## config.mk

```make
export PLATFORM = sky130hd
export DESIGN_NAME = pbc_pin_mux
export DESIGN_NICKNAME = d
export VERILOG_FILES = /design/src/inc/pbc_pkg.sv /design/src/inc/pbc_pad_if.sv /design/src/pbc_pin_mux.sv /design/src/pbc_pad_drv.sv /design/src/pbc_edge_irq.sv
export SDC_FILE = /design/constraint.sdc
export NUM_CORES = 1
export LEC_CHECK = 0
export ABC_CLOCK_PERIOD_IN_PS = 2000
export BUFFER_PORTS_ARGS = -buffer_cell sky130_fd_sc_hd__buf_4
export CAP_MARGIN = 30
export CORE_ASPECT_RATIO = 0.5
export CORE_MARGIN = 3
export CORE_UTILIZATION = 40
export CTS_CLUSTER_DIAMETER = 40
export DETAILED_ROUTE_END_ITERATION = 12
export PLACE_DENSITY = 0.85
export SYNTH_ARGS = -nofsm -noshare
export SYNTH_HDL_FRONTEND = slang
export SYNTH_SLANG_ARGS = --single-unit
```

## constraint.sdc

```tcl
create_clock -name mclk_i -period 2 [get_ports mclk_i]
set_input_delay 0.3 -clock mclk_i [delete_from_list [all_inputs] [get_ports mclk_i]]
set_output_delay 0.3 -clock mclk_i [all_outputs]
set_load 0.02 [all_outputs]
```

## src/inc/pbc_pkg.sv

```systemverilog
// Shared constants and types for the port B/C pin multiplexer
package pbc_pkg;
  // Number of pads handled and their slots in every per-pin vector
  localparam int unsigned NPINS  = 4;
  localparam int unsigned PIN_B7 = 0;
  localparam int unsigned PIN_C0 = 1;
  localparam int unsigned PIN_C1 = 2;
  localparam int unsigned PIN_C2 = 3;

  // Function select of a port C pad
  typedef enum logic [1:0] {
    FN_GPIO,
    FN_SPI,
    FN_I2C,
    FN_UART
  } pbc_fn_e;

  // Output stage style
  typedef enum logic [1:0] {
    DRV_PP,
    DRV_OD,
    DRV_OS
  } pbc_drv_e;

  // Reset values
  localparam logic RST_PAD_OUT  = 1'b0;
  localparam logic RST_PAD_OE_N = 1'b1;
  localparam logic RST_SAMPLE   = 1'b0;
  localparam logic RST_FLAG     = 1'b0;
  localparam logic RX_IDLE      = 1'b1;
endpackage

```

## src/inc/pbc_pad_if.sv

```systemverilog
// Internal carrier between the pin mux core, pad drivers and edge detectors
`timescale 1ns/1ps
interface pbc_pad_if;
  import pbc_pkg::*;
  logic [NPINS-1:0] en;
  logic [NPINS-1:0] val;
  pbc_drv_e         mode [NPINS];
  logic [NPINS-1:0] out;
  logic [NPINS-1:0] oe_n;
  logic [NPINS-1:0] smp;
  logic [NPINS-1:0] flag;

  modport core (output en, output val, output mode, output smp,
                input out, input oe_n, input flag);
  modport drv  (input en, input val, input mode, output out, output oe_n);
  modport irq  (input smp, output flag);
endinterface

```

## src/pbc_pin_mux.sv

```systemverilog
// Pin multiplexer for port B pin 7 and port C pins 0 to 2
`timescale 1ns/1ps
module pbc_pin_mux (
  // Clock and reset
  input  wire logic                      mclk_i,
  input  wire logic                      rst_i,
  // Pads
  input  wire logic [pbc_pkg::NPINS-1:0] pad_in_i,
  output wire logic [pbc_pkg::NPINS-1:0] pad_out_o,
  output wire logic [pbc_pkg::NPINS-1:0] pad_oe_n_o,
  // GPIO configuration and data
  input  wire logic [pbc_pkg::NPINS-1:0] gpio_dir_out_i,
  input  wire logic [pbc_pkg::NPINS-1:0] gpio_val_i,
  input  wire logic [pbc_pkg::NPINS-1:0] gpio_od_i,
  input  wire logic [pbc_pkg::NPINS-1:0] gpio_os_i,
  output wire logic [pbc_pkg::NPINS-1:0] gpio_in_o,
  // Pin interrupts
  input  wire logic [pbc_pkg::NPINS-1:0] irq_en_i,
  input  wire logic [pbc_pkg::NPINS-1:0] irq_rise_i,
  input  wire logic [pbc_pkg::NPINS-1:0] irq_clr_i,
  output wire logic [pbc_pkg::NPINS-1:0] irq_flag_o,
  // Port C function selects
  input  wire pbc_pkg::pbc_fn_e          pc0_fn_i,
  input  wire pbc_pkg::pbc_fn_e          pc1_fn_i,
  input  wire pbc_pkg::pbc_fn_e          pc2_fn_i,
  // SPI side of the serial channel
  input  wire logic                      spi_master_i,
  input  wire logic                      spi_in_line_ch_one_tx_i,
  output wire logic                      spi_in_line_ch_one_rx_o,
  input  wire logic                      spi_out_line_ch_one_tx_i,
  output wire logic                      spi_out_line_ch_one_rx_o,
  input  wire logic                      spi_clock_ch_one_tx_i,
  output wire logic                      spi_clock_ch_one_rx_o,
  // I2C side of the serial channel
  input  wire logic                      i2c_clock_ch_one_tx_i,
  output wire logic                      i2c_clock_ch_one_rx_o,
  input  wire logic                      i2c_data_ch_one_tx_i,
  output wire logic                      i2c_data_ch_one_rx_o,
  // UART side of the serial channel
  input  wire logic                      uart_tx_ch_one_i,
  output wire logic                      uart_rx_ch_one_o,
  input  wire logic                      uart_request_to_send_ch_one_n_i
);
  import pbc_pkg::*;

  pbc_pad_if pif ();

  logic [NPINS-1:0] smp_q;
  logic [NPINS-1:0] smp_d;
  logic             miso_rx_q;
  logic             miso_rx_d;
  logic             mosi_rx_q;
  logic             mosi_rx_d;
  logic             sck_rx_q;
  logic             sck_rx_d;
  logic             scl_rx_q;
  logic             scl_rx_d;
  logic             sda_rx_q;
  logic             sda_rx_d;
  logic             urx_q;
  logic             urx_d;
  logic [NPINS-1:0] req_en;
  logic [NPINS-1:0] req_val;
  pbc_drv_e         req_mode [NPINS];
  // Marks the first edge after reset, where the pads still show reset values
  logic             rst_dly_q;

  // GPIO defaults for every pad; open-drain wins if both styles are set
  genvar g;
  generate
    for (g = 0; g < NPINS; g++) begin : g_gpio
      always_comb begin
        if (gpio_od_i[g]) begin
          req_mode[g] = DRV_OD;
        end else if (gpio_os_i[g]) begin
          req_mode[g] = DRV_OS;
        end else begin
          req_mode[g] = DRV_PP;
        end
      end
    end
  endgenerate

  // Pad drive routing: the case on each select picks one source only
  // one source per pad
  always_comb begin
    req_en  = gpio_dir_out_i;
    req_val = gpio_val_i;
    pif.mode = req_mode;
    case (pc0_fn_i)
      FN_SPI: begin
        req_en[PIN_C0]   = ~spi_master_i;
        req_val[PIN_C0]  = spi_in_line_ch_one_tx_i;
        pif.mode[PIN_C0] = DRV_PP;
      end
      FN_I2C: begin
        req_en[PIN_C0]   = 1'b1;
        req_val[PIN_C0]  = i2c_clock_ch_one_tx_i;
        pif.mode[PIN_C0] = DRV_OD;
      end
      FN_UART: begin
        req_en[PIN_C0]   = 1'b1;
        req_val[PIN_C0]  = uart_tx_ch_one_i;
        pif.mode[PIN_C0] = DRV_PP;
      end
      default: ;
    endcase
    case (pc1_fn_i)
      FN_SPI: begin
        req_en[PIN_C1]   = spi_master_i;
        req_val[PIN_C1]  = spi_out_line_ch_one_tx_i;
        pif.mode[PIN_C1] = DRV_PP;
      end
      FN_I2C: begin
        req_en[PIN_C1]   = 1'b1;
        req_val[PIN_C1]  = i2c_data_ch_one_tx_i;
        pif.mode[PIN_C1] = DRV_OD;
      end
      FN_UART: begin
        req_en[PIN_C1]   = 1'b0;
        req_val[PIN_C1]  = 1'b0;
        pif.mode[PIN_C1] = DRV_PP;
      end
      default: ;
    endcase
    // port C pin 2 functions; I2C has no use here and falls back to GPIO
    case (pc2_fn_i)
      FN_SPI: begin
        req_en[PIN_C2]   = spi_master_i;
        req_val[PIN_C2]  = spi_clock_ch_one_tx_i;
        pif.mode[PIN_C2] = DRV_PP;
      end
      FN_UART: begin
        req_en[PIN_C2]   = 1'b1;
        req_val[PIN_C2]  = uart_request_to_send_ch_one_n_i;
        pif.mode[PIN_C2] = DRV_PP;
      end
      default: ;
    endcase
  end

  assign pif.en  = req_en;
  assign pif.val = req_val;

  // Receive routing; an unselected receiver sees its idle level
  // serial inputs gated by select
  always_comb begin
    smp_d     = pad_in_i;
    miso_rx_d = RX_IDLE;
    scl_rx_d  = RX_IDLE;
    mosi_rx_d = RX_IDLE;
    sda_rx_d  = RX_IDLE;
    urx_d     = RX_IDLE;
    sck_rx_d  = RX_IDLE;
    if (pc0_fn_i == FN_SPI && spi_master_i) begin
      miso_rx_d = pad_in_i[PIN_C0];
    end
    if (pc0_fn_i == FN_I2C) begin
      scl_rx_d = pad_in_i[PIN_C0];
    end
    if (pc1_fn_i == FN_SPI && !spi_master_i) begin
      mosi_rx_d = pad_in_i[PIN_C1];
    end
    if (pc1_fn_i == FN_I2C) begin
      sda_rx_d = pad_in_i[PIN_C1];
    end
    if (pc1_fn_i == FN_UART) begin
      urx_d = pad_in_i[PIN_C1];
    end
    if (pc2_fn_i == FN_SPI && !spi_master_i) begin
      sck_rx_d = pad_in_i[PIN_C2];
    end
  end

  always_ff @(posedge mclk_i) begin
    if (rst_i) begin
      smp_q     <= {NPINS{RST_SAMPLE}};
      miso_rx_q <= RX_IDLE;
      scl_rx_q  <= RX_IDLE;
      mosi_rx_q <= RX_IDLE;
      sda_rx_q  <= RX_IDLE;
      urx_q     <= RX_IDLE;
      sck_rx_q  <= RX_IDLE;
      rst_dly_q <= 1'b1;
    end else begin
      smp_q     <= smp_d;
      miso_rx_q <= miso_rx_d;
      scl_rx_q  <= scl_rx_d;
      mosi_rx_q <= mosi_rx_d;
      sda_rx_q  <= sda_rx_d;
      urx_q     <= urx_d;
      sck_rx_q  <= sck_rx_d;
      rst_dly_q <= 1'b0;
    end
  end

  assign pif.smp = smp_q;

  pbc_pad_drv u_drv (
    .mclk_i (mclk_i),
    .rst_i  (rst_i),
    .pif    (pif.drv)
  );

  pbc_edge_irq u_irq (
    .mclk_i     (mclk_i),
    .rst_i      (rst_i),
    .irq_en_i   (irq_en_i),
    .irq_rise_i (irq_rise_i),
    .irq_clr_i  (irq_clr_i),
    .pif        (pif.irq)
  );

  assign pad_out_o                = pif.out;
  assign pad_oe_n_o               = pif.oe_n;
  assign gpio_in_o                = smp_q;
  assign irq_flag_o               = pif.flag;
  assign spi_in_line_ch_one_rx_o  = miso_rx_q;
  assign spi_out_line_ch_one_rx_o = mosi_rx_q;
  assign spi_clock_ch_one_rx_o    = sck_rx_q;
  assign i2c_clock_ch_one_rx_o    = scl_rx_q;
  assign i2c_data_ch_one_rx_o     = sda_rx_q;
  assign uart_rx_ch_one_o         = urx_q;
endmodule

```

## src/pbc_pad_drv.sv

```systemverilog
// Registered output stage for every pad: push-pull, open-drain or open-source
`timescale 1ns/1ps
module pbc_pad_drv (
  // Clock and reset
  input  wire logic mclk_i,
  input  wire logic rst_i,
  // Drive requests and pad outputs
  pbc_pad_if.drv    pif
);
  import pbc_pkg::*;

  logic [NPINS-1:0] out_q;
  logic [NPINS-1:0] out_d;
  logic [NPINS-1:0] oe_n_q;
  logic [NPINS-1:0] oe_n_d;

  genvar g;
  generate
    for (g = 0; g < NPINS; g++) begin : g_pin
      always_comb begin
        out_d[g]  = pif.val[g];
        oe_n_d[g] = ~pif.en[g];
        case (pif.mode[g])
          DRV_OD: begin
            out_d[g]  = 1'b0;
            oe_n_d[g] = ~(pif.en[g] & ~pif.val[g]);
          end
          DRV_OS: oe_n_d[g] = ~(pif.en[g] & pif.val[g]);
          default: oe_n_d[g] = ~pif.en[g];
        endcase
      end

    end
  endgenerate

  always_ff @(posedge mclk_i) begin
    if (rst_i) begin
      out_q  <= {NPINS{RST_PAD_OUT}};
      oe_n_q <= {NPINS{RST_PAD_OE_N}};
    end else begin
      out_q  <= out_d;
      oe_n_q <= oe_n_d;
    end
  end

  assign pif.out  = out_q;
  assign pif.oe_n = oe_n_q;
endmodule

```

## src/pbc_edge_irq.sv

```systemverilog
// Per-pin edge detectors with sticky interrupt request flags
`timescale 1ns/1ps
module pbc_edge_irq (
  // Clock and reset
  input  wire logic                     mclk_i,
  input  wire logic                     rst_i,
  // Per-pin control
  input  wire logic [pbc_pkg::NPINS-1:0] irq_en_i,
  input  wire logic [pbc_pkg::NPINS-1:0] irq_rise_i,
  input  wire logic [pbc_pkg::NPINS-1:0] irq_clr_i,
  // Samples in, flags out
  pbc_pad_if.irq                        pif
);
  import pbc_pkg::*;

  logic [NPINS-1:0] prev_q;
  logic [NPINS-1:0] prev_d;
  logic [NPINS-1:0] flag_q;
  logic [NPINS-1:0] flag_d;
  logic [NPINS-1:0] edge_hit;

  genvar g;
  generate
    for (g = 0; g < NPINS; g++) begin : g_pin
      always_comb begin
        edge_hit[g] = irq_en_i[g] & (irq_rise_i[g] ? (pif.smp[g] & ~prev_q[g])
                                                   : (~pif.smp[g] & prev_q[g]));
        prev_d[g]   = pif.smp[g];
        // Set beats clear so an edge in the clearing cycle is kept
        flag_d[g]   = edge_hit[g] | (flag_q[g] & ~irq_clr_i[g]);
      end

    end
  endgenerate

  always_ff @(posedge mclk_i) begin
    if (rst_i) begin
      prev_q <= {NPINS{RST_SAMPLE}};
      flag_q <= {NPINS{RST_FLAG}};
    end else begin
      prev_q <= prev_d;
      flag_q <= flag_d;
    end
  end

  assign pif.flag = flag_q;
endmodule

```

# Word level (Yosys, flattened, before mapping)
# Index checks and enable logic that the tools add are counted.
[totals] ram_bits=0 latchBits=0 mem_bits_ro=0 mem_count=0 ff_bits=26 input_bits=48 word_cells=136
[classes] n_mux=25 div_mod_pow=0 bitwise=63 addsub=0 eq_ne=16 shifts=0 n_reduce_logical=18 order_cmp=0 multipliers=0
[op_table] cell="$not 1->1" count=35
[op_table] cell="$reduce_or 2->1" count=14
[op_table] cell="$and 1x1->1" count=24
[op_table] cell="$eq 2x2->1 const B" count=9
[op_table] cell="$mux 2" count=9
[op_table] cell="$eq 2x1->1 const B" count=7
[op_table] cell="$pmux 1 s2" count=7
[op_table] cell="$pmux 1 s3" count=3
[op_table] cell="$pmux 2 s2" count=2
[op_table] cell="$mux 1" count=4
[op_table] cell="$or 1x1->1" count=4
[op_table] cell="$logic_and 1x1->1" count=3
[op_table] cell="$logic_not 1->1" count=1

# Depth between registers and ports, before layout
[logic_depth] depth_word=6 mapped_depth=8 ltp_nobuf=7

# By module
# Synthesis repeated with hierarchy kept, for this count alone.
[hier_totals] cells_unflattened=129 area_unflattened_um2=1234.9
[by_module_without_submodules] module="pbc_pad_drv" seq_area_each_um2=160.2 area_each_um2=462.9 cells_per_inst=54 instances=1
[by_module_without_submodules] module="pbc_pin_mux" seq_area_each_um2=200.2 area_each_um2=446.7 cells_per_inst=47 instances=1
[by_module_without_submodules] module="pbc_edge_irq" seq_area_each_um2=160.2 area_each_um2=325.3 cells_per_inst=28 instances=1

# Least setup slack after synthesis
# OpenSTA, ideal clock, no wires.
[synth_timing] kind="in2reg" start="input port pc1_fn_i[1]" end="register u_drv.oe_n_q[2] (netlist: u_drv.pif.oe_n[2])" t_arrival_ns=1.428 path_slack_ns=0.449 setup_time_ns=0.123 path_stages=7 required_time_ns=1.877 path_buffers=1 path_cell_list="buf_2 -> nor2_1 -> nand3b_1 -> ha_1 -> or3_1 -> o21ai_0 -> o31ai_1"
[synth_via] elab_chain_cells=6 elab_cells_between_ends=16 cone_classes="eq/ne (5); mux (4); bitwise (6); reduce/logical (1)"
[synth_lines] element="start, declared" line="pbc_pin_mux.sv:24" rtl="input wire pbc_pkg::pbc_fn_e pc1_fn_i,"
[synth_lines] element="parallel branches: the longest is 5 deep, another holds $eq 2x1->1"
[synth_lines] element="$pmux 1 s2 *" line="pbc_pad_drv.sv:23" rtl="case (pif.mode[g])"
[synth_lines] element="end signal, assigned" line="pbc_pad_drv.sv:39" rtl="oe_n_q <= {NPINS{RST_PAD_OE_N}};"
[synth_lines] element="end signal, assigned" line="pbc_pad_drv.sv:42" rtl="oe_n_q <= oe_n_d;"
[synth_lines] element="end, declared" line="pbc_pad_drv.sv:14" rtl="logic [NPINS-1:0] oe_n_q;"
# Every way passes the cells marked *.
# A chain may end at the register's enable or synchronous reset.

# Final worst setup path
# Same ends and word-level chain as after synthesis.

==> out/metrics.csv <==
stage;metric;value;unit
timing;setup_tns;0;ns
floorplan;die_area;3700;um^2
critical_path;endpoint_kind;flop;
floorplan;rows;13;
detailed_routing;routed_wl;2680;um
detailed_routing;vias_per_cell;4.61;
detailed_routing;wl_met3;149;um
global_route;grt-ovfl-total;0;
synthesis;synth_warnings;0;
critical_path;r2r_slack;1.14;ns
cells_and_area;area_growth;50.3;%
critical_path;path_delay_family;simple AND/OR/NAND/NOR gates;
clocking;ctsResizeCount;0;
clocking;clock-sinks;26;
floorplan;start_util;43.7;%
global_route;antenna_found_initial;0;
global_route;grt_usage;14.4;%
hold_path;worstHoldStart;gpio_od_i[0];
synthesis;yosysSeqAreaShare;43.8;%
critical_path;cp.required;2.16;ns
detailed_routing;routed.top_layer;met4;
global_route;grt_max_degree;23;
floorplan;core;2720;um^2
detailed_routing;drc;0;
placed_design;pre_cts_slack;0.379;ns
clocking;clk_latency;0.26;ns
run;maxCapViolations;0;
hold_path;min_to;u_drv.pif.out[0];
timing;holdWs;0.201;ns
floorplan;die_x;83.1;um
power_and_ir_drop;p_leak;0.000846;uW
hold_path;min_path_type;in -> reg;
cells_and_area;regArea;520;um^2
critical_path;worstRegToRegCells;3;
clocking;cts_tree;yes;
critical_path;critPathMaxFanout;7;
placed_design;gp_congestion;0.738;
critical_path;slowest_delay;0.36;ns
global_route;grt_pass1_vias;1023;
global_route;grt_pass1_wl;4300;um
synthesis;ys_types;31;
timing;post-route-period-util;66.2;%
detailed_routing;wl_met1;1110;um
cells_and_area;layout-drive-gt1-share;39.6;%
placed_design;dpl.hpwl;2250;um
clocking;h-tree-depth;1;
critical_path;slowest_stage;or3_1;
cells_and_area;nets;252;
synthesis;netlist_area;1190;um^2
detailed_routing;num_vias;1079;
power_and_ir_drop;pwr_density_cell;627;nW/um^2
timing;slew_headroom;80.2;%
clocking;hold_buffers;0;
synthesis;syn_inst;127;
timing;grt_setup_unrepaired;false;
clocking;cts_inserted_buffers;3;
timing;hold_viol;0;
timing;timing.final.ws_setup;0.676;ns
clocking;root_buffer;clkbuf_8;
floorplan;num_io_pins;70;
cells_and_area;multi_input_area;614;um^2
clocking;clockBufferDepth;2;
timing;fmax;755;MHz
critical_path;path_class;in -> reg;
cells_and_area;antenna_cells;0;
clocking;clk_pin_slew;0.08;ns
timing;max_slew.worst_pin.slew;0.297;ns
cells_and_area;layout_commonest_cell;buf_4;
synthesis;synth_fp_nets;181;
detailed_routing;drt-pass1-iter-count;4;
cells_and_area;nFillCells;234;
cells_and_area;layout_common_cells;69 x buf_4, 26 x dfxtp_1, 13 x nor2_1, 10 x nor2b_1, 9 x a21oi_1;
detailed_routing;met2_length;1390;um
timing;finalSetupViolCount;0;
timing;skew;0.000526;ns
clocking;postCtsSetupRepairBufs;0;
critical_path;crit_chain;buf_4 > nor2_1 > nand3b_1 > ha_1 > or3_1 > o21ai_0 > o31ai_1;
status;status;finished, final reports clean;
synthesis;ys_ff_latch;26;
critical_path;worst_setup_path_start_kind;primary input;
timing;slew_viol_final;0;
detailed_routing;drtIter0Drc;16;
timing;period_needed;1.32;ns
detailed_routing;wl_per_cell;11.5;um
power_and_ir_drop;ir_drop;0.413;mV
critical_path;reg2reg_to;u_irq.pif.flag[1];
hold_path;hold_depth;2;
placed_design;port_buffers;69;
critical_path;cp.arrival;1.48;ns
critical_path;path_buf_inv;1;
critical_path;r2r_start;gpio_in_o[1];
floorplan;die_y;44.5;um
synthesis;avgSynthCellArea;9.35;um^2
detailed_routing;ant_nets;0;
## per-stage QoR
step                cells  total power [uW]  area [um^2]  utilization, %
floorplan             127               682         1190               -
global placement      230               800         1730            63.7
detailed placement    230               807         1730            63.7
CTS                   234              1140         1780            65.7
global route          234              1170         1780            65.7
finish                234              1120         1780            65.7
## layout make-up
class / count / area share (%)
clock buffer: 4 / 3.09
inverter: 8 / 1.68
multi-input combinational: 90 / 34.4
sequential: 26 / 29.2
tap: 37 / 2.59
timing repair buffer: 69 / 29.0
## flip-flops by register name, indices dropped and copies added, names as in the netlist
name / cells
spi_clock_ch_one_rx_o: 1
u_irq.prev_q: 4
i2c_clock_ch_one_rx_o: 1
gpio_in_o: 4
spi_in_line_ch_one_rx_o: 1
u_drv.pif.out: 4
uart_rx_ch_one_o: 1
u_drv.pif.oe_n: 4
i2c_data_ch_one_rx_o: 1
u_irq.pif.flag: 4
spi_out_line_ch_one_rx_o: 1
## routing by layer
layer	up-vias	global-route usage, %
met5	-	0
met4	0	4.89
met3	4	4.46
met2	25	27.2
met1	472	15.8
li1	578	-
## worst max path at each step
stage,end,slack [ns],cells after the start,start
2_1_floorplan,u_drv.pif.oe_n[2],0.45,7,pc1_fn_i[1]
3_3_place_gp,u_drv.pif.oe_n[2],0.42,7,pc1_fn_i[1]
3_5_place_dp,u_drv.pif.oe_n[2],0.38,7,pc1_fn_i[1]
4_1_cts,u_drv.pif.oe_n[2],0.68,7,pc1_fn_i[1]
5_1_grt,u_drv.pif.oe_n[1],0.61,5,pc0_fn_i[0]
6_report,u_drv.pif.oe_n[2],0.68,7,pc1_fn_i[1]
## power by group
group / leakage (uW) / switching (uW) / total [uW] / internal [uW]
logic: 0.000603 / 105 / 240 / 135
clock network: 0.0000288 / 152 / 327 / 176
registers: 0.000214 / 9.89 / 552 / 542
total: 0.000846 / 266 / 1120 / 853
## worst reg2reg max path: cells and delay by family (launching register included)
family,cells,cell delay [ns]
DFF,1,0.33
AOI/OAI and AO/OA,2,0.24
and+or+nand+nor,1,0.18
## cell families after synthesis
kind of cell	Yosys count	share of synthesized area (%)
AOI/OAI and AO/OA	19	10.1
adders and majority gates	6	6.32
buffers and inverters	11	4.42
DFF	26	43.8
muxes	3	3.58
and+or+nand+nor	62	31.7
## Yosys cell counts
cell type | n | share of area (%)
a21oi_1 | 9 | 3.8
a2bb2oi_1 | 2 | 1.5
a31o_1 | 1 | 0.74
and2b_2 | 1 | 0.74
and3b_1 | 4 | 3.0
buf_2 | 1 | 0.42
clkbuf_1 | 1 | 0.32
clkbuf_8 | 1 | 1.2
dfxtp_1 | 26 | 44
ha_1 | 6 | 6.3
inv_1 | 8 | 2.5
mux2i_1 | 2 | 1.7
mux4_2 | 1 | 1.9
nand2_1 | 2 | 0.63
nand2b_1 | 4 | 2.1
nand2b_2 | 1 | 0.74
nand3_1 | 4 | 1.7
nand3b_1 | 4 | 2.5
nor2_1 | 13 | 4.1
nor2_2 | 1 | 0.53
nor2b_1 | 10 | 5.3
nor3_1 | 5 | 2.1
nor3b_1 | 8 | 5.1
o21ai_0 | 5 | 2.1
o31ai_1 | 1 | 0.63
o41ai_2 | 1 | 1.4
or2_1 | 1 | 0.53
or3_1 | 1 | 0.53
or3b_1 | 1 | 0.74
or4_1 | 1 | 0.63
or4b_1 | 1 | 0.84
Note: power is estimated with default switching activity, not from simulation.
